### config.mk
export PLATFORM = sky130hd
export DESIGN_NAME = pkls_panel
export DESIGN_NICKNAME = d
export VERILOG_FILES = /design/src/common/pkls_pkg.sv /design/src/design/pkls_panel.sv /design/src/design/pkls_src_timer.sv
export SDC_FILE = /design/constraint.sdc
export NUM_CORES = 1
export LEC_CHECK = 0
export BUFFER_PORTS_ARGS = -buffer_cell sky130_fd_sc_hd__buf_2
export CAP_MARGIN = 20
export CORE_UTILIZATION = 60
export CTS_BUF_LIST = sky130_fd_sc_hd__clkbuf_8
export DETAILED_ROUTE_END_ITERATION = 6
export GPL_ROUTABILITY_DRIVEN = 0
export PLACE_DENSITY_LB_ADDON = 0.25
export SLEW_MARGIN = 20
export SYNTH_ARGS = -nofsm -noshare
export SYNTH_HDL_FRONTEND = slang
export SYNTH_SLANG_ARGS = --single-unit
### constraint.sdc
create_clock -name ref_clk_i -period 27.8 [get_ports ref_clk_i]
set_input_delay 1.39 -clock ref_clk_i [delete_from_list [all_inputs] [get_ports ref_clk_i]]
set_output_delay 1.39 -clock ref_clk_i [all_outputs]
set_load 0.005 [all_outputs]
### src/common/pkls_pkg.sv
// Package for the panel key and loop transfer block: register map, fields, timing.
// Assumes a 125 MHz clock and an AXI4-Lite register bus of 32 bits.
package pkls_pkg;
  // Clock and times
  localparam int unsigned CLK_HZ = 125000000;
  localparam int unsigned CHANGE_WINDOW_S = 10;
  localparam int unsigned BATT_PERIOD_H = 12;
  localparam longint unsigned CHANGE_WINDOW_CYC = longint'(CHANGE_WINDOW_S) * CLK_HZ;
  localparam longint unsigned BATT_PERIOD_CYC = longint'(BATT_PERIOD_H) * 3600 * CLK_HZ;
  // Battery drop limit in millivolts
  localparam logic [15:0] BATT_DROP_LIMIT_MV = 16'h07d0;
  // Loss-of-voltage level is the present threshold less 10 percent
  localparam int unsigned LOSS_PCT = 10;
  // Register byte offsets
  localparam logic [7:0] REG_CTRL = 8'h00;
  localparam logic [7:0] REG_STATUS = 8'h04;
  localparam logic [7:0] REG_VTHRESH = 8'h08;
  localparam logic [7:0] REG_BATT = 8'h0c;
  localparam logic [7:0] REG_DELAY = 8'h10;
  localparam logic [7:0] REG_PHASE_V = 8'h14;
  // Feature bit positions in control and status words
  localparam int unsigned F_GND_BLK = 0;
  localparam int unsigned F_NON_RECL = 1;
  localparam int unsigned F_SUP_BLK = 2;
  localparam int unsigned F_COLD_BLK = 3;
  localparam int unsigned F_FAST_DIS = 4;
  localparam int unsigned F_SRC1_DIS = 5;
  localparam int unsigned F_SRC2_DIS = 6;
  localparam int unsigned N_FEAT = 7;
  // Remote command bits in control word (write one to act)
  localparam int unsigned C_ALT_LSB = 8;
  localparam int unsigned C_ALT_SET = 10;
  localparam int unsigned C_BATT = 11;
  localparam int unsigned C_LS_RESET = 12;
  localparam int unsigned C_TOGGLE = 13;
  // Status-only bit positions
  localparam int unsigned S_ALT_LSB = 8;
  localparam int unsigned S_BATT_RUN = 10;
  localparam int unsigned S_CHECK_BATT = 11;
  localparam int unsigned S_PENDING = 12;
  localparam int unsigned S_INHIBITED = 13;
  localparam int unsigned S_CHANGE = 14;
  localparam int unsigned S_TIE = 15;
  localparam int unsigned S_LEDS_LSB = 16;
  localparam logic [1:0] AXI_OKAY = 2'b00;
  localparam logic [1:0] AXI_SLVERR = 2'b10;
  // Profile selection codes
  typedef enum logic [1:0] {
    PKLS_PROF_NORMAL = 2'b00,
    PKLS_PROF_ALT1 = 2'b01,
    PKLS_PROF_ALT2 = 2'b10,
    PKLS_PROF_ALT3 = 2'b11
  } pkls_prof_e;
  // Battery test sequence
  typedef enum logic [1:0] {
    PKLS_BT_IDLE = 2'b00,
    PKLS_BT_DRAIN = 2'b01,
    PKLS_BT_LOAD = 2'b10
  } pkls_bt_e;
endpackage

### src/design/pkls_panel.sv
// Panel feature keys, protection profiles, battery test and loop transfer control.
// Operation
// Change mode accepts key selections for ten seconds, then expires unchanged.
// Feature indicators show state whether set locally or remotely.
// Non-reclosing suppresses recloses but keeps the active curve selection.
// Supervisory blocking refuses remote commands; status, metering, trip, close stay.
// Supervisory blocking is turned on only from the keypad via change key.
// Unblocked cold-load feature replaces the first-operation protection settings.
// Battery key starts a test; its indicator lights until test completes.
// Battery test also starts every twelve hours and on external command.
// Drain until equalized, load, flag check-battery when drop exceeds 2 volts.
// Fast trips disabled selects the dedicated curve for all trips.
// Four profiles, three alternates; no alternate lit means normal profile.
// Change key plus alternate key selects; deselect returns normal; remote too.
// In sectionalizing mode the second-source inhibit has no effect.
// A disabled source starts no transfer delay and completes no action.
// Loop reset from key or links re-arms and clears pending indicator.
// Phase LEDs lit with voltage; loss turns them off and starts timing.
// Voltage back before expiry relights LEDs and resets the timing.
// After expiry LEDs latch off, marking initiator, until loop reset.
// Loss of voltage is declared 10 percent below the present threshold.
// Tie mode: no timing with both sources dead; timer reloads on double failure.
// Inhibited indicator: first source disable (sectionalizing) or both (tie).
// On supply return tie mode disables both sources; sectionalizing keeps state.
// Assumes keypad pulses last one cycle and voltages and battery readings are synchronous.
//
// The AXI4-Lite register port and the address map were decided locally.
module pkls_panel
  import pkls_pkg::*;
#(
  parameter longint unsigned CHANGE_CYC = CHANGE_WINDOW_CYC,
  parameter longint unsigned BATT_CYC = BATT_PERIOD_CYC
) (
  // Clock and reset
  input wire logic ref_clk_i,
  input wire logic arst_n_i,
  // Keypad, one-cycle pulses
  input wire logic change_entry_key_i,
  input wire logic [N_FEAT-1:0] feat_key_i,
  input wire logic [2:0] alt_key_i,
  input wire logic batt_key_i,
  input wire logic ls_reset_key_i,
  // Discrete supervisory inputs, one-cycle pulses
  input wire logic ext_batt_req_i,
  input wire logic ext_ls_reset_i,
  // Supply and mode
  input wire logic supply_restored_i,
  input wire logic tie_mode_i,
  // Measurements
  input wire logic [2:0][15:0] src1_v_i,
  input wire logic [2:0][15:0] src2_v_i,
  input wire logic [15:0] batt_mv_i,
  input wire logic batt_equalized_i,
  // Battery load control
  output logic batt_drain_o,
  output logic batt_load_o,
  // Protection steering
  output logic reclose_allowed_o,
  output logic use_fast_dis_curve_o,
  output logic use_cold_load_o,
  output logic gnd_trip_blocked_o,
  output logic [1:0] active_profile_o,
  output logic transfer_act_o,
  // Indicators
  output logic [N_FEAT-1:0] feat_led_o,
  output logic [2:0] alt_led_o,
  output logic batt_led_o,
  output logic check_batt_o,
  output logic transfer_pending_indicator_o,
  output logic transfer_inhibited_indicator_o,
  output logic [2:0] src1_led_o,
  output logic [2:0] src2_led_o,
  output logic sect_led_o,
  output logic tie_led_o,
  // AXI4-Lite slave
  input wire logic [7:0] s_axi_awaddr,
  input wire logic s_axi_awvalid,
  output logic s_axi_awready,
  input wire logic [31:0] s_axi_wdata,
  input wire logic [3:0] s_axi_wstrb,
  input wire logic s_axi_wvalid,
  output logic s_axi_wready,
  output logic [1:0] s_axi_bresp,
  output logic s_axi_bvalid,
  input wire logic s_axi_bready,
  input wire logic [7:0] s_axi_araddr,
  input wire logic s_axi_arvalid,
  output logic s_axi_arready,
  output logic [31:0] s_axi_rdata,
  output logic [1:0] s_axi_rresp,
  output logic s_axi_rvalid,
  input wire logic s_axi_rready
);
  import pkls_pkg::*;

  logic [N_FEAT-1:0] feat;
  logic [1:0] prof;
  logic change_mode;
  logic [63:0] change_cnt;
  logic [63:0] batt_cnt;
  pkls_bt_e bt_state;
  logic [15:0] equal_mv;
  logic [15:0] vthresh;
  logic [31:0] delay_cyc;
  logic pending;
  logic aw_held, w_held;
  logic [7:0] aw_addr;
  logic [31:0] w_data;
  logic [3:0] w_strb;
  logic wr_do;
  logic rem_ok;
  logic [31:0] rem_cmd;
  logic [31:0] status;
  logic src1_en, src2_en, inhibited;
  logic rearm;
  logic t1_exp, t2_exp, t1_all, t2_all;
  logic tie_restart;
  logic batt_start;

  // Write channel capture; address and data may arrive in either order
  assign s_axi_awready = !aw_held && !s_axi_bvalid;
  assign s_axi_wready = !w_held && !s_axi_bvalid;
  assign wr_do = aw_held && w_held && !s_axi_bvalid;
  always_ff @(posedge ref_clk_i or negedge arst_n_i) begin
    if (!arst_n_i) begin
      aw_held <= 1'b0;
      w_held <= 1'b0;
      aw_addr <= 8'h00;
      w_data <= 32'h0;
      w_strb <= 4'h0;
      s_axi_bvalid <= 1'b0;
      s_axi_bresp <= AXI_OKAY;
    end else begin
      if (s_axi_awvalid && s_axi_awready) begin
        aw_held <= 1'b1;
        aw_addr <= s_axi_awaddr;
      end
      if (s_axi_wvalid && s_axi_wready) begin
        w_held <= 1'b1;
        w_data <= s_axi_wdata;
        w_strb <= s_axi_wstrb;
      end
      if (wr_do) begin
        aw_held <= 1'b0;
        w_held <= 1'b0;
        s_axi_bvalid <= 1'b1;
        case (aw_addr)
          REG_CTRL, REG_VTHRESH, REG_DELAY, REG_PHASE_V: s_axi_bresp <= AXI_OKAY;
          REG_STATUS, REG_BATT: s_axi_bresp <= AXI_OKAY;
          default: s_axi_bresp <= AXI_SLVERR;
        endcase
      end else if (s_axi_bready) begin
        s_axi_bvalid <= 1'b0;
      end
    end
  end

  // Remote commands are refused while supervisory blocking is on
  assign rem_ok = !feat[F_SUP_BLK];
  assign rem_cmd = (wr_do && aw_addr == REG_CTRL && rem_ok && w_strb[0] && w_strb[1])
                   ? w_data : 32'h0;

  // Settings register writes are refused too while supervisory blocking is on
  always_ff @(posedge ref_clk_i or negedge arst_n_i) begin
    if (!arst_n_i) begin
      vthresh <= 16'h0000;
      delay_cyc <= 32'h0000_0400;
    end else if (wr_do && rem_ok) begin
      if (aw_addr == REG_VTHRESH) vthresh <= w_data[15:0];
      if (aw_addr == REG_DELAY) delay_cyc <= w_data;
    end
  end

  // Change mode window, restarted by the change key or any feature or alternate key taken inside it
  always_ff @(posedge ref_clk_i or negedge arst_n_i) begin
    if (!arst_n_i) begin
      change_mode <= 1'b0;
      change_cnt <= 64'h0;
    end else if (change_entry_key_i) begin
      change_mode <= 1'b1;
      change_cnt <= 64'h0;
    end else if (change_mode) begin
      if (|feat_key_i || |alt_key_i) begin
        change_cnt <= 64'h0;
      end else if (change_cnt + 64'h1 >= CHANGE_CYC) begin
        change_mode <= 1'b0;
      end else begin
        change_cnt <= change_cnt + 64'h1;
      end
    end
  end

  // Feature toggles from keypad in change mode or from remote writes
  always_ff @(posedge ref_clk_i or negedge arst_n_i) begin
    if (!arst_n_i) begin
      feat <= '0;
    end else begin
      for (int f = 0; f < N_FEAT; f++) begin
        if (change_mode && feat_key_i[f]) begin
          feat[f] <= ~feat[f];
        end else if (rem_cmd[C_TOGGLE] && rem_cmd[f] && f != F_SUP_BLK) begin
          feat[f] <= ~feat[f];
        end
      end
      if (supply_restored_i && tie_mode_i) begin
        feat[F_SRC1_DIS] <= 1'b1;
        feat[F_SRC2_DIS] <= 1'b1;
      end
    end
  end

  // Profile selection; pressing the lit alternate returns to normal
  always_ff @(posedge ref_clk_i or negedge arst_n_i) begin
    if (!arst_n_i) begin
      prof <= PKLS_PROF_NORMAL;
    end else if (change_mode && |alt_key_i) begin
      for (int a = 0; a < 3; a++) begin
        if (alt_key_i[a]) begin
          prof <= (prof == 2'(a + 1)) ? PKLS_PROF_NORMAL : 2'(a + 1);
        end
      end
    end else if (rem_cmd[C_ALT_SET]) begin
      prof <= rem_cmd[C_ALT_LSB +: 2];
    end
  end
  always_comb begin
    for (int a = 0; a < 3; a++) begin
      alt_led_o[a] = prof == 2'(a + 1);
    end
  end
  assign active_profile_o = prof;

  // Battery test: periodic, key, or external request
  assign batt_start = batt_key_i || ext_batt_req_i || rem_cmd[C_BATT]
                      || (batt_cnt + 64'h1 >= BATT_CYC);
  always_ff @(posedge ref_clk_i or negedge arst_n_i) begin
    if (!arst_n_i) begin
      batt_cnt <= 64'h0;
    end else if (batt_cnt + 64'h1 >= BATT_CYC) begin
      batt_cnt <= 64'h0;
    end else begin
      batt_cnt <= batt_cnt + 64'h1;
    end
  end
  always_ff @(posedge ref_clk_i or negedge arst_n_i) begin
    if (!arst_n_i) begin
      bt_state <= PKLS_BT_IDLE;
      equal_mv <= 16'h0000;
      check_batt_o <= 1'b0;
    end else begin
      unique case (bt_state)
        PKLS_BT_IDLE: if (batt_start) bt_state <= PKLS_BT_DRAIN;
        PKLS_BT_DRAIN: begin
          if (batt_equalized_i) begin
            equal_mv <= batt_mv_i;
            bt_state <= PKLS_BT_LOAD;
          end
        end
        PKLS_BT_LOAD: begin
          // Drop measured with load resistor across the terminals
          check_batt_o <= (equal_mv > batt_mv_i)
                          && (equal_mv - batt_mv_i > BATT_DROP_LIMIT_MV);
          bt_state <= PKLS_BT_IDLE;
        end
        default: bt_state <= PKLS_BT_IDLE;
      endcase
    end
  end
  assign batt_drain_o = bt_state == PKLS_BT_DRAIN;
  assign batt_load_o = bt_state == PKLS_BT_LOAD;
  assign batt_led_o = bt_state != PKLS_BT_IDLE;

  // Protection steering
  assign reclose_allowed_o = !feat[F_NON_RECL];
  assign use_fast_dis_curve_o = feat[F_FAST_DIS];
  assign use_cold_load_o = !feat[F_COLD_BLK];
  assign gnd_trip_blocked_o = feat[F_GND_BLK];
  assign feat_led_o = feat;

  // Source enables; second inhibit ignored when sectionalizing
  assign src1_en = !feat[F_SRC1_DIS];
  assign src2_en = tie_mode_i && !feat[F_SRC2_DIS];
  assign inhibited = tie_mode_i ? (feat[F_SRC1_DIS] && feat[F_SRC2_DIS])
                                : feat[F_SRC1_DIS];
  assign transfer_inhibited_indicator_o = inhibited;
  assign rearm = ls_reset_key_i || ext_ls_reset_i || rem_cmd[C_LS_RESET];
  // Tie mode reloads timing when both sources are dead
  assign tie_restart = tie_mode_i && t1_all && t2_all;

  pkls_src_timer u_src1 (
    .ref_clk_i(ref_clk_i),
    .arst_n_i(arst_n_i),
    .phase_v_i(src1_v_i),
    .vthresh_i(vthresh),
    .delay_cyc_i(delay_cyc),
    .enable_i(src1_en),
    .restart_i(tie_restart),
    .rearm_i(rearm),
    .led_o(src1_led_o),
    .any_dead_o(),
    .all_dead_o(t1_all),
    .expired_o(t1_exp)
  );
  pkls_src_timer u_src2 (
    .ref_clk_i(ref_clk_i),
    .arst_n_i(arst_n_i),
    .phase_v_i(src2_v_i),
    .vthresh_i(vthresh),
    .delay_cyc_i(delay_cyc),
    .enable_i(src2_en),
    .restart_i(tie_restart),
    .rearm_i(rearm),
    .led_o(src2_led_o),
    .any_dead_o(),
    .all_dead_o(t2_all),
    .expired_o(t2_exp)
  );

  // Pending indicator set on expiry; set wins over a same-cycle reset only while pending is clear
  always_ff @(posedge ref_clk_i or negedge arst_n_i) begin
    if (!arst_n_i) begin
      pending <= 1'b0;
    end else if ((t1_exp && src1_en) || (t2_exp && src2_en)) begin
      pending <= !rearm || pending == 1'b0;
    end else if (rearm) begin
      pending <= 1'b0;
    end
  end
  assign transfer_pending_indicator_o = pending;
  assign transfer_act_o = pending && !inhibited;
  assign sect_led_o = !tie_mode_i;
  assign tie_led_o = tie_mode_i;

  // Status word and read channel
  assign status = {10'h0, src2_led_o, src1_led_o, tie_mode_i, change_mode, inhibited, pending,
                   check_batt_o, batt_led_o, prof, 1'b0, feat};
  assign s_axi_arready = !s_axi_rvalid;
  always_ff @(posedge ref_clk_i or negedge arst_n_i) begin
    if (!arst_n_i) begin
      s_axi_rvalid <= 1'b0;
      s_axi_rdata <= 32'h0;
      s_axi_rresp <= AXI_OKAY;
    end else if (s_axi_arvalid && s_axi_arready) begin
      s_axi_rvalid <= 1'b1;
      s_axi_rresp <= AXI_OKAY;
      case (s_axi_araddr)
        REG_CTRL: s_axi_rdata <= {24'h0, 1'b0, feat};
        REG_STATUS: s_axi_rdata <= status;
        REG_VTHRESH: s_axi_rdata <= {16'h0, vthresh};
        REG_BATT: s_axi_rdata <= {equal_mv, batt_mv_i};
        REG_DELAY: s_axi_rdata <= delay_cyc;
        REG_PHASE_V: s_axi_rdata <= {16'h0, src1_v_i[0]};
        default: begin
          s_axi_rdata <= 32'h0;
          s_axi_rresp <= AXI_SLVERR;
        end
      endcase
    end else if (s_axi_rready) begin
      s_axi_rvalid <= 1'b0;
    end
  end

  // Checks
  property p_sup_local;
    @(posedge ref_clk_i) disable iff (!arst_n_i)
      (!feat[F_SUP_BLK] && !(change_mode && feat_key_i[F_SUP_BLK])) |=> !feat[F_SUP_BLK];
  endproperty
  a_sup_local: assert property (p_sup_local) else $error("blocking set remotely");
  property p_nonrecl;
    @(posedge ref_clk_i) disable iff (!arst_n_i) feat[F_NON_RECL] |-> !reclose_allowed_o;
  endproperty
  a_nonrecl: assert property (p_nonrecl) else $error("reclose while non-reclosing");
  property p_batt_seq;
    @(posedge ref_clk_i) disable iff (!arst_n_i)
      (bt_state == PKLS_BT_IDLE && batt_key_i) |=> batt_led_o && batt_drain_o;
  endproperty
  a_batt_seq: assert property (p_batt_seq) else $error("battery test not started");
  property p_inhib;
    @(posedge ref_clk_i) disable iff (!arst_n_i)
      (!tie_mode_i && feat[F_SRC1_DIS]) |-> transfer_inhibited_indicator_o;
  endproperty
  a_inhib: assert property (p_inhib) else $error("inhibit indicator wrong");
  property p_rearm;
    @(posedge ref_clk_i) disable iff (!arst_n_i)
      (rearm && !t1_exp && !t2_exp) |=> !pending;
  endproperty
  a_rearm: assert property (p_rearm) else $error("pending not cleared");
  property p_profile;
    @(posedge ref_clk_i) disable iff (!arst_n_i) (alt_led_o == 3'h0) |-> prof == PKLS_PROF_NORMAL;
  endproperty
  a_profile: assert property (p_profile) else $error("profile not normal");
  property p_tie_power;
    @(posedge ref_clk_i) disable iff (!arst_n_i)
      (supply_restored_i && tie_mode_i) |=> feat[F_SRC1_DIS] && feat[F_SRC2_DIS];
  endproperty
  a_tie_power: assert property (p_tie_power) else $error("tie not disabled");
  property p_sup_rem;
    @(posedge ref_clk_i) disable iff (!arst_n_i) feat[F_SUP_BLK] |-> rem_cmd == 32'h0;
  endproperty
  a_sup_rem: assert property (p_sup_rem) else $error("remote command passed");
  c_batt: cover property (@(posedge ref_clk_i) bt_state == PKLS_BT_LOAD);
  c_pending: cover property (@(posedge ref_clk_i) pending);
  c_alt: cover property (@(posedge ref_clk_i) prof == PKLS_PROF_ALT3);
endmodule

### src/design/pkls_src_timer.sv
// One source's loss-of-voltage detector, transfer delay timer and latched LEDs.
// Assumes phase voltages arrive as synchronous sampled words in the ref_clk_i domain.
module pkls_src_timer
  import pkls_pkg::*;
(
  // Clock and reset
  input wire logic ref_clk_i,
  input wire logic arst_n_i,
  // Voltage and settings
  input wire logic [2:0][15:0] phase_v_i,
  input wire logic [15:0] vthresh_i,
  input wire logic [31:0] delay_cyc_i,
  // Control
  input wire logic enable_i,
  input wire logic restart_i,
  input wire logic rearm_i,
  // Results
  output logic [2:0] led_o,
  output logic any_dead_o,
  output logic all_dead_o,
  output logic expired_o
);
  logic [2:0] alive;
  logic [2:0] latched;
  logic [31:0] count;
  logic timing;
  logic [15:0] loss_level;

  // Loss level sits 10 percent below the present threshold
  assign loss_level = 16'((32'(vthresh_i) * (100 - LOSS_PCT)) / 100);
  always_comb begin
    for (int p = 0; p < 3; p++) begin
      alive[p] = phase_v_i[p] >= loss_level;
    end
  end
  assign any_dead_o = ~&alive;
  assign all_dead_o = ~|alive;

  // Timer runs while a phase is down; recovery or restart reloads it
  always_ff @(posedge ref_clk_i or negedge arst_n_i) begin
    if (!arst_n_i) begin
      count <= 32'h0;
      timing <= 1'b0;
      expired_o <= 1'b0;
    end else if (rearm_i) begin
      count <= 32'h0;
      timing <= 1'b0;
      expired_o <= 1'b0;
    end else if (expired_o) begin
      timing <= 1'b0;
    end else if (!enable_i || !any_dead_o || restart_i) begin
      count <= 32'h0;
      timing <= enable_i && any_dead_o;
    end else if (count + 32'h1 >= delay_cyc_i) begin
      expired_o <= 1'b1;
      timing <= 1'b0;
    end else begin
      count <= count + 32'h1;
      timing <= 1'b1;
    end
  end

  // Latched LEDs hold the phases that were down at expiry
  always_ff @(posedge ref_clk_i or negedge arst_n_i) begin
    if (!arst_n_i) begin
      latched <= 3'h0;
    end else if (rearm_i) begin
      latched <= 3'h0;
    end else if (!expired_o && count + 32'h1 >= delay_cyc_i && enable_i && any_dead_o
                 && !restart_i) begin
      latched <= ~alive;
    end
  end
  // LEDs follow live voltage until expiry, then dead phases stay dark
  assign led_o = expired_o ? (alive & ~latched) : alive;
endmodule

# Word-level counts from Yosys, hierarchy flattened
# Cells that the tools add are included.
# classes
addsub	5
magnitude_cmp	12
n_bitwise	14
mul	1
div	1
eq_ne	23
reduce_logical	110
mux	70
# op_table
cell	n
64-bit two-way mux	5
32-bit two-way mux	8
32-bit one-hot mux with 6 select lines	1
64-bit by 1-bit adder with 64-bit output (second input constant)	2
16-bit >= comparator	6
32-bit by 1-bit adder with 32-bit output (second input constant)	2
32-bit >= comparator	2
64-bit by 31-bit >= comparator with 1-bit output (second input constant)	1
64-bit by 43-bit >= comparator with 1-bit output (second input constant)	1
1-bit logical AND	43
1-bit two-way mux	36
23-bit by 7-bit divider with 32-bit output (second input constant)	1
8-bit by 4-bit == test with 1-bit output (second input constant)	4
8-bit by 5-bit == test with 1-bit output (second input constant)	4
2-bit nonzero test	14
2-bit two-way mux	12
16-bit by 6-bit multiplier with 22-bit output (second input constant)	1
1-bit logical NOT	20
3-bit two-way mux	6
8-bit by 3-bit == test with 1-bit output (second input constant)	2
16-bit by 11-bit greater-than comparator with 1-bit output (second input constant)	1
16-bit greater-than comparator	1
8-bit logical NOT	2
2-bit AND reduction	8
19 further kinds	53
# word_totals
in_bits	189
out_inout_bits	72
word_cells	269
register_bits	360

# Longest topological paths before layout
# Gate-level depths: netlist of run 1.
# logic_depth
depth_word	11
ltp_mapped	90
depth_no_buf	80

# Hierarchy
# A second synthesis of run 1 with hierarchy kept.
# unflattened
hier_cells	4177
hier_area_um2	35526.6
# by_module_without_submodules
module	instances	area_per_inst_um2	cells_per_inst	seq_area_each_um2
pkls_panel	1	15837.7	1648	7158.1
pkls_src_timer at u_src1	1	9879.5	1276	900.9
pkls_src_timer at u_src2	1	9809.4	1253	900.9

# Least setup slack after synthesis of run 1
# No wires, ideal clock.
# synth_timing
path_type	reg2reg
start	register vthresh[14]
end	register u_src1.count[18]
slack_ns	9.530
synth_period_minus_slack_ns	18.270
required_time_ns	27.690
stages_incl_launch_ff	84
arrival_time_ns	18.160
n_path_buf	9
setup_ns	0.110
cell_sequence	dfrtp_1 ha_1 inv_1 fa_1 fa_1 inv_1 ha_1 buf_2 a21oi_1 o21ai_0 or2_1 o21ai_2 a22oi_4 a2111oi_1 a21oi_1 a32o_1 a22o_1 and4_1 (+48 left out) nor2b_1 o21ai_0 nand2b_1 a21oi_1 nor2b_1 o21ai_0 nand2b_1 a21oi_1 nor2b_1 o21ai_0 nand2b_1 a21oi_1 nor3_1 or3_1 or4b_2 clkbuf_1 clkbuf_1 o41ai_1
# synth_between
elab_chain_len	11
elab_cells_between_ends	22
classes_between	mul: 1; div: 1; order compare: 6; eq/ne: 1; mux: 3; reduce/logical: 10
# synth_rtl
element	line	source
from (decl)	pkls_panel.sv:103	logic [15:0] vthresh;
from (signal assigned)	pkls_panel.sv:169	if (aw_addr == REG_VTHRESH) vthresh <= w_data[15:0];
16-bit by 6-bit multiplier with 22-bit output *	pkls_src_timer.sv:30	assign loss_level = 16'((32'(vthresh_i) * (100 - LOSS_PCT)) / 100);
23-bit by 7-bit divider with 32-bit output *	pkls_src_timer.sv:30	
16-bit >= comparator	pkls_src_timer.sv:33	alive[p] = phase_v_i[p] >= loss_level;
3-bit OR reduction	pkls_src_timer.sv:37	assign all_dead_o = ~|alive;
1-bit logical NOT	pkls_src_timer.sv:37	
1-bit logical AND (2 in series)	pkls_panel.sv:288	assign tie_restart = tie_mode_i && t1_all && t2_all;
1-bit logical OR *	pkls_src_timer.sv:51	end else if (!enable_i || !any_dead_o || restart_i) begin
32-bit two-way mux	pkls_src_timer.sv:51	
32-bit two-way mux	pkls_src_timer.sv:49	end else if (expired_o) begin
32-bit two-way mux	pkls_src_timer.sv:45	end else if (rearm_i) begin
to (signal assigned)	pkls_src_timer.sv:58	count <= count + 32'h1;
to (decl)	pkls_src_timer.sv:25	logic [31:0] count;
# Mark *: on every way between the ends. The rest lies on a longest branch, timed or not. The select of a mux whose other input is x is not followed.
# A chain may end at the register's enable or synchronous reset.

# Worst setup path in the final report of run 1
# layout_timing
start	register vthresh[5]
end	output port src2_led_o[1]
# layout_between
elab_chain_len	5
# layout_rtl
element	line	source
16-bit by 6-bit multiplier with 22-bit output *	pkls_src_timer.sv:30	
23-bit by 7-bit divider with 32-bit output *	pkls_src_timer.sv:30	
16-bit >= comparator *	pkls_src_timer.sv:33	
3-bit bitwise AND	pkls_src_timer.sv:75	assign led_o = expired_o ? (alive & ~latched) : alive;
3-bit two-way mux *	pkls_src_timer.sv:75	
to (decl)	pkls_panel.sv:72	output logic [2:0] src2_led_o,
# Mark *: on every way between the ends. The rest lies on a longest branch, timed or not.

==> results of run 1 <==
-- final timing paths --
path / cells after the start / start / end
min in group asynchronous: 1 / arst_n_i / w_data[18]
max in group asynchronous: 2 / arst_n_i / feat_led_o[1]
worst min register to register: 2 / s_axi_rdata[13] / s_axi_rdata[13]
worst max-delay path: 74 / vthresh[5] / src2_led_o[1]
worst max register to register: 76 / vthresh[5] / u_src1.count[5]
worst min-delay path: 2 / s_axi_rdata[13] / s_axi_rdata[13]
-- layout by cell type (no fill, tap or decap), drive strengths merged, types with 20 or more instances in the layout --
cell type,instances
and2,39
nand3,117
o31ai,35
nor3,67
or3,20
fa,20
xor2,87
ha,230
nor2,246
nor2b,86
nand2,303
buf,276
o21ai,265
a21oi,176
nand2b,109
dfrtp,357
and3,75
conb,23
or2,22
a21o,46
o211ai,22
nand4,35
nor4,20
mux2,100
xnor2,105
a31oi,29
mux2i,26
clkbuf,79
inv,176
a22oi,29
-- worst max-delay path: cells and delay by family (launching register included) --
kind / cells / cell delay, ns
AO/OA/AOI/OAI: 34 / 9.74
AND/OR/NAND/NOR: 22 / 5.20
adder cells (fa/ha/maj): 7 / 2.57
XOR/XNOR: 5 / 1.29
buffers and inverters: 4 / 0.49
flip-flops: 1 / 0.44
multiplexers: 2 / 0.41
-- state kept, by name (all words and copies together) (netlist names), 32 cells and up --
register and cells:
batt_cnt 64, change_cnt 64, delay_cyc 32, s_axi_rdata 32, u_src1.count 32, u_src2.count 32
w_data 32
-- cell type report --
type / count / area, µm²
multi-input cells: 2572 / 17690
fillers: 3646 / 14550
flip-flops and latches: 358 / 8960
repair buffers: 276 / 1454
clock buffers: 79 / 1087
well taps: 600 / 750.7
inverters: 165 / 619.3
clock inverters: 30 / 350.3
diodes: 6 / 15.01
-- metrics by stage --
step | std cells | instance area [µm²]
floorplan | 3230 | 27830
global route | 4083 | 30920
CTS | 4080 | 30910
finish | 4086 | 30930
global placement | 3971 | 29460
detailed placement | 3971 | 29470
-- logic make-up after synthesis --
group / after synthesis / share of synthesized area [%]
mux: 126 / 5.023
xor+xnor: 192 / 6.195
other cells: 1 / 0.01351
buf+inv: 300 / 4.337
fa+ha+maj: 254 / 11.97
flops: 358 / 32.29
simple gates: 1168 / 20.82
compound gates: 809 / 19.36
-- metal layers --
metal | part of all wire, % | vias up | global-route usage (%)
li1 | - | 11930 | -
met1 | 44 | 11967 | 43.24
met2 | 45 | 975 | 50.30
met3 | 7.8 | 160 | 4.878
met4 | 3.3 | 2 | 10.87
met5 | 0.013 | - | 0
==> impl_summary.txt, run 1 <==
----------------------------------------------------
[Run status]
  Run status ... complete, no violations

[STA]
  Final period util ... 79.73%
  Worst slew margin relative to its limit ... 22.69%
  Highest attainable clock frequency ... 0.04511 GHz
  Final TNS setup ... 0 ns
  Final number of hold-violating endpoints ... 0
  Max-slew violation count ... 0
  Final worst path period need ... 22.17 ns
  Setup violations, final ... 0
  Unrepaired setup endpoints after global routing ... false
  Final worst clock skew ... 0.04183 ns
  Fin worst setup slack ... 5.634 ns
  Worst slew pin tran ... 1.160 ns
  Final Hold Slack ... 0.4765 ns

[Layout]
  Net count reported at finish ... 3,872
  Area added between synthesis and finish ... 11.46%
  Fraction of layout instances using a drive strength above 1 ... 15.43%
  Core Util, Final ... 68.01%

[Floorplanning]
  Number of standard-cell rows in the floorplan ... between 70 and 80
  Die outline area ... 0.04712 mm²
  Initial Util ... 61.02%
  Core Footprint ... around 0.045 mm²
  Die boundary height ... 217.1 µm
  Top-level I/O count ... ~260
  Horizontal extent of the die ... 217.1 µm

[Global routing]
  Global-route wire length before repair ... 120.3 mm
  Total track usage ... a little under a third
  Total gr overflow ... 0
  Maximum number of pins on one net before global-route repair ... 179
  Number of antenna violations at the first check in global routing ... 5
  Number of global-route vias before repair ... 23,646

[Run]
  Maxcap violations ... 0

[Place]
  Pre-CTS WS ... 6.263 ns
  Detailed placement HPWL ... about 56 mm
  Number of input and output port buffers inserted ... between 200 and 300

[Yosys]
  Netlist area before placement ... 0.02775 mm²
  Count of flip-flops with a built-in enable after synthesis ... 0
  Post-synthesis area per instance ... approximately 8.7 µm²
  Most common flop cell mapped by yosys ... sky130_fd_sc_hd__dfrtp_1
  Post-synthesis sequential element count ... ~360
  Yosys warning count ... 0
  Share of synthesized flip-flops with an asynchronous set or reset ... 100.0%
  Most frequent cells after synthesis ... 357 x sky130_fd_sc_hd__dfrtp_1, 301 x sky130_fd_sc_hd__nand2_1, 255 x sky130_fd_sc_hd__o21ai_0
  Distinct cells, synth ... between 100 and 150
  Yosys top cell by area ... sky130_fd_sc_hd__dfrtp_1
  Most frequent cell after synthesis ... sky130_fd_sc_hd__dfrtp_1
  Largest cells by area after synthesis ... sky130_fd_sc_hd__dfrtp_1 32%, sky130_fd_sc_hd__ha_1 10%, sky130_fd_sc_hd__o21ai_0 4.6%, sky130_fd_sc_hd__nand2_1 4.1%, sky130_fd_sc_hd__mux2_2 4.0%
  Synthesized instance count ... 3,208
  Top cell type's share of synthesized area ... around 32%
  Register area share after synthesis ... 32.29%

[Clock network]
  H-tree level count ... 2
  Clk Tree Root Cell ... sky130_fd_sc_hd__clkbuf_8
  Clock latency on the worst-skew pair ... 0.66 ns
  TritonCTS Sinks ... 358
  Number of hold buffers added after cts ... 0
  CTS resizes ... 0
  Number of setup buffers added after CTS ... 0
  Maximum clock insertion buffer count ... 3
  Clock-pin transition on the worst setup and hold timing paths ... 0.06 ns
  CTS buffer count ... 60
  TritonCTS clock tree ... built

[Worst setup path]
  Top fanout value on the critical path ... 17
  WP data arrival ... approximately 21 ns
  CP startpoint kind ... flop
  Worst setup slack for register-to-register paths ... 6.05 ns
  Path type of the worst setup path ... flop to output pin
  Worst setup EP type ... output pin
  Maximum cell stage delay along the critical path ... just over 0.8 ns
  Cell with the biggest individual delay on the critical path ... sky130_fd_sc_hd__nor3_1
  Data required time at the worst endpoint ... 26.41 ns
  Cell with the most instances on the worst path ... sky130_fd_sc_hd__a21oi_1

[Routing]
  Starting DRT DRC Count ... 2,432
  Detailed-router iteration count before antenna repair ... 6
  Antenna viol nets, final ... 0
  Vias per cell ... just over 6
  DR vias ... between 20,000 and 30,000
  Drc violations ... 0
  Final wirelength ... around 75 mm
  Average wire length per cell after detail routing ... roughly 18 µm

[Min path]
  Worst Hold Class ... flop to flop

----------------------------------------------------
Power of run 1 is left out: the tool's default activity adds up to more than one toggle a clock period on the data nets, which glitch-free logic cannot reach.
==> run 2: changes to the inputs <==
--- a/config.mk
+++ b/config.mk
@@ -5,6 +5,7 @@
 export SDC_FILE = /design/constraint.sdc
 export NUM_CORES = 1
 export LEC_CHECK = 0
+export ABC_AREA = 1
 export BUFFER_PORTS_ARGS = -buffer_cell sky130_fd_sc_hd__buf_2
 export CAP_MARGIN = 20
 export CORE_UTILIZATION = 60
==> constraint.sdc (replaced) <==
create_clock -name ref_clk_i -period 21.5 [get_ports ref_clk_i]
set_input_delay 1.075 -clock ref_clk_i [delete_from_list [all_inputs] [get_ports ref_clk_i]]
set_output_delay 1.075 -clock ref_clk_i [all_outputs]
set_load 0.005 [all_outputs]
==> run 2 against run 1 <==
Against the previous run:
- synthesized cell count up 14%
- final cell count grew 13%
- design area shrank 1.1%
- utilization grew 0.72 points
- sequential cell count stayed put
- first-iteration DRC count down 17%
==> impl_summary.txt, run 2 <==
----------------------------------------------------
[Clock network]
  Clock latency on the worst-skew pair ... 0.68 ns (+0.02 ns)
  H-tree level count ... 2 (unchanged)
  Number of hold buffers added after cts ... 0 (unchanged)
  Maximum clock insertion buffer count ... 3 (unchanged)
  CTS buffer count ... 59 (-1.7%)
  Clock-pin transition on the worst setup and hold timing paths ... 0.07 ns (about the same)
  Number of setup buffers added after CTS ... 0 (unchanged)
  TritonCTS Sinks ... 358 (unchanged)
  TritonCTS clock tree ... built
  CTS resizes ... 0 (unchanged)
  Clk Tree Root Cell ... sky130_fd_sc_hd__clkbuf_8

[STA]
  Final worst clock skew ... 0.04257 ns (+0.0007421 ns)
  Final period util ... about 76%
  Max-slew violation count ... 0 (unchanged)
  Unrepaired setup endpoints after global routing ... false
  Setup violations, final ... 0 (unchanged)
  Final worst path period need ... roughly 16 ns
  Final TNS setup ... 0 ns (unchanged)
  Final number of hold-violating endpoints ... 0 (unchanged)
  Highest attainable clock frequency ... 0.06121 GHz
  Worst slew pin tran ... 1.166 ns (+0.006087 ns)
  Worst slew margin relative to its limit ... 22.09% (-0.60 points)

[Layout]
  Highest-count cells in the layout ignoring fill and taps ... 696 x sky130_fd_sc_hd__nand2_1, 639 x sky130_fd_sc_hd__inv_1, 357 x sky130_fd_sc_hd__dfrtp_1, 297 x sky130_fd_sc_hd__nor2_1, 255 x sky130_fd_sc_hd__buf_2
  Filler Cell Count ... 3,860 (+5.9%)
  Area used by multi-input combinational logic ... 0.01562 mm² (-12%)
  Area added between synthesis and finish ... 12.36%
  Most common library cell in the layout ignoring fill and taps ... sky130_fd_sc_hd__nand2_1
  Fraction of layout instances using a drive strength above 1 ... 13.94% (-1.5 points)
  Registers with the highest flip-flop counts ... batt_cnt (64), change_cnt (64)
  Net count reported at finish ... 4,394 (+13%)
  Area occupied by registers ... 0.008960 mm² (unchanged)

[Routing]
  Antenna viol nets, final ... 0 (unchanged)
  Routed wire length on met2 ... 32.41 mm (-3.8%)
  Routed metal-1 wire length ... 31.60 mm (-3.2%)
  Starting DRT DRC Count ... 2,025 (-17%)
  Detailed-router iteration count before antenna repair ... 6 (unchanged)
  WL met3 ... 5.598 mm (-3.2%)
  Max layer used ... met5
  Average wire length per cell after detail routing ... 15.89 µm (-13%)
  DR vias ... 25,426 (+1.6%)
  Final wirelength ... 73.04 mm (-2.1%)
  Drc violations ... 0 (unchanged)
  Vias per cell ... 5.531 (-9.7%)

[Yosys]
  Post-synthesis sequential element count ... 358 (unchanged)
  Distinct cells, synth ... 64 (-43%)
  Netlist area before placement ... 0.02723 mm² (-1.9%)
  Top cell type's share of synthesized area ... 32.81% (+0.62 points)
  Synthesized instance count ... 3,662 (+14%)
  Most common flop cell mapped by yosys ... sky130_fd_sc_hd__dfrtp_1
  Yosys top cell by area ... sky130_fd_sc_hd__dfrtp_1
  Post-synthesis area per instance ... 7.435 µm² (-14%)
  Yosys warning count ... 0 (unchanged)
  Most frequent cell after synthesis ... sky130_fd_sc_hd__nand2_1
  Count of flip-flops with a built-in enable after synthesis ... 0 (unchanged)
  Register area share after synthesis ... 32.91% (+0.62 points)
  Most frequent cells after synthesis ... 698 x sky130_fd_sc_hd__nand2_1, 628 x sky130_fd_sc_hd__inv_1, 357 x sky130_fd_sc_hd__dfrtp_1
  Largest cells by area after synthesis ... sky130_fd_sc_hd__dfrtp_1 33%, sky130_fd_sc_hd__ha_1 11%, sky130_fd_sc_hd__nand2_1 9.6%, sky130_fd_sc_hd__inv_1 8.7%, sky130_fd_sc_hd__xor2_1 4.7%
  Share of synthesized flip-flops with an asynchronous set or reset ... 100.0% (unchanged)

[Worst setup path]
  Path type of the worst setup path ... flop to output pin
  Data required time at the worst endpoint ... 20.43 ns (-5.98 ns)
  Top fanout value on the critical path ... 8 (-9)
  WP data arrival ... 15.26 ns (-5.52 ns)
  Maximum cell stage delay along the critical path ... 0.92 ns (+0.11 ns)
  Worst setup EP type ... output pin
  Cell with the biggest individual delay on the critical path ... sky130_fd_sc_hd__a2111oi_1
  CP startpoint kind ... flop
  Buffer and inverter count on the worst path ... 16 (+12)
  Largest delay contributor family on the critical path ... simple AND/OR/NAND/NOR gates
  Cell with the most instances on the worst path ... sky130_fd_sc_hd__nand2_2

[Run]
  Maxcap violations ... 0 (unchanged)

[Floorplanning]
  Die outline area ... 0.04624 mm² (-1.9%)
  Top-level I/O count ... 261 (unchanged)
  Die boundary height ... 215.0 µm (-0.94%)
  Initial Util ... 61.17% (+0.15 points)
  Number of standard-cell rows in the floorplan ... 77 (-1.3%)
  Horizontal extent of the die ... 215.0 µm (-0.94%)
  Core Footprint ... 0.04451 mm² (-2.1%)

[Global routing]
  Maximum number of pins on one net before global-route repair ... 80 (-55%)
  Total track usage ... 31.76% (+0.35 points)
  Number of antenna violations at the first check in global routing ... 3 (-2)
  Total gr overflow ... 0 (unchanged)
  Global-route wire length before repair ... 119.0 mm (-1.1%)
  Number of global-route vias before repair ... 24,059 (+1.7%)

[Min path]
  Worst Hold Class ... input port to asynchronous set/reset pin

[Place]
  Detailed placement HPWL ... 57.20 mm (+2.8%)
  Number of input and output port buffers inserted ... 256 (unchanged)

[Run status]
  Run status ... complete, no violations

----------------------------------------------------
run 2: area by class of cell:
| class | count | share of cell area [%] |
|---|---|---|
| inverter | 662 | 8.127 |
| sequential | 358 | 29.29 |
| tap | 592 | 2.421 |
| timing repair buffer | 275 | 4.712 |
| clock buffer | 79 | 3.554 |
| clock inverter | 31 | 0.8180 |
| multi-input combinational | 2599 | 51.07 |
| antenna | 1 | 0.008180 |
run 2: worst paths after layout:
check                                startpoint  depth (start not counted)  slack, ns               end
worst min-delay path                   arst_n_i                          1       0.39   s_axi_rdata[19]
worst max register to register       vthresh[2]                        114       5.39  u_src2.count[23]
max in group asynchronous              arst_n_i                          3      18.92     delay_cyc[21]
min in group ref_clk_i          s_axi_rdata[19]                          2       0.48   s_axi_rdata[19]
worst min register to register  s_axi_rdata[19]                          2       0.48   s_axi_rdata[19]
worst max-delay path                 vthresh[2]                        107       5.16     src1_led_o[2]
run 2: cells by family after synthesis:
kind of cell | after synthesis | synth area share (%)
buf+inv | 727 | 10.10
xor+xnor | 175 | 5.629
simple gates | 1570 | 26.74
mux | 10 | 0.4136
fa+ha+maj | 250 | 12.04
other cells | 1 | 0.01377
flops | 358 | 32.91
compound gates | 571 | 12.16
run 2: stage by stage:
step	cells	util (%)	hold slack, ns	area, µm²	setup WS [ns]
CTS	4595	68.69	0.3788	30570	5.259
global route	4597	68.73	0.4221	30590	3.912
detailed placement	4485	65.69	0.4599	29240	5.596
finish	4597	68.73	0.3877	30590	5.162
global placement	4485	65.69	0.4595	29240	5.776
floorplan	3684	-	0.4530	27310	8.359
run 2: layer usage:
metal	GRT usage (%)	vias to the layer above
met5	0	-
met4	15.53	2
met3	5.039	174
met2	50.83	949
met1	41.99	11677
li1	-	12624
Power of run 2 is left out for the same reason.
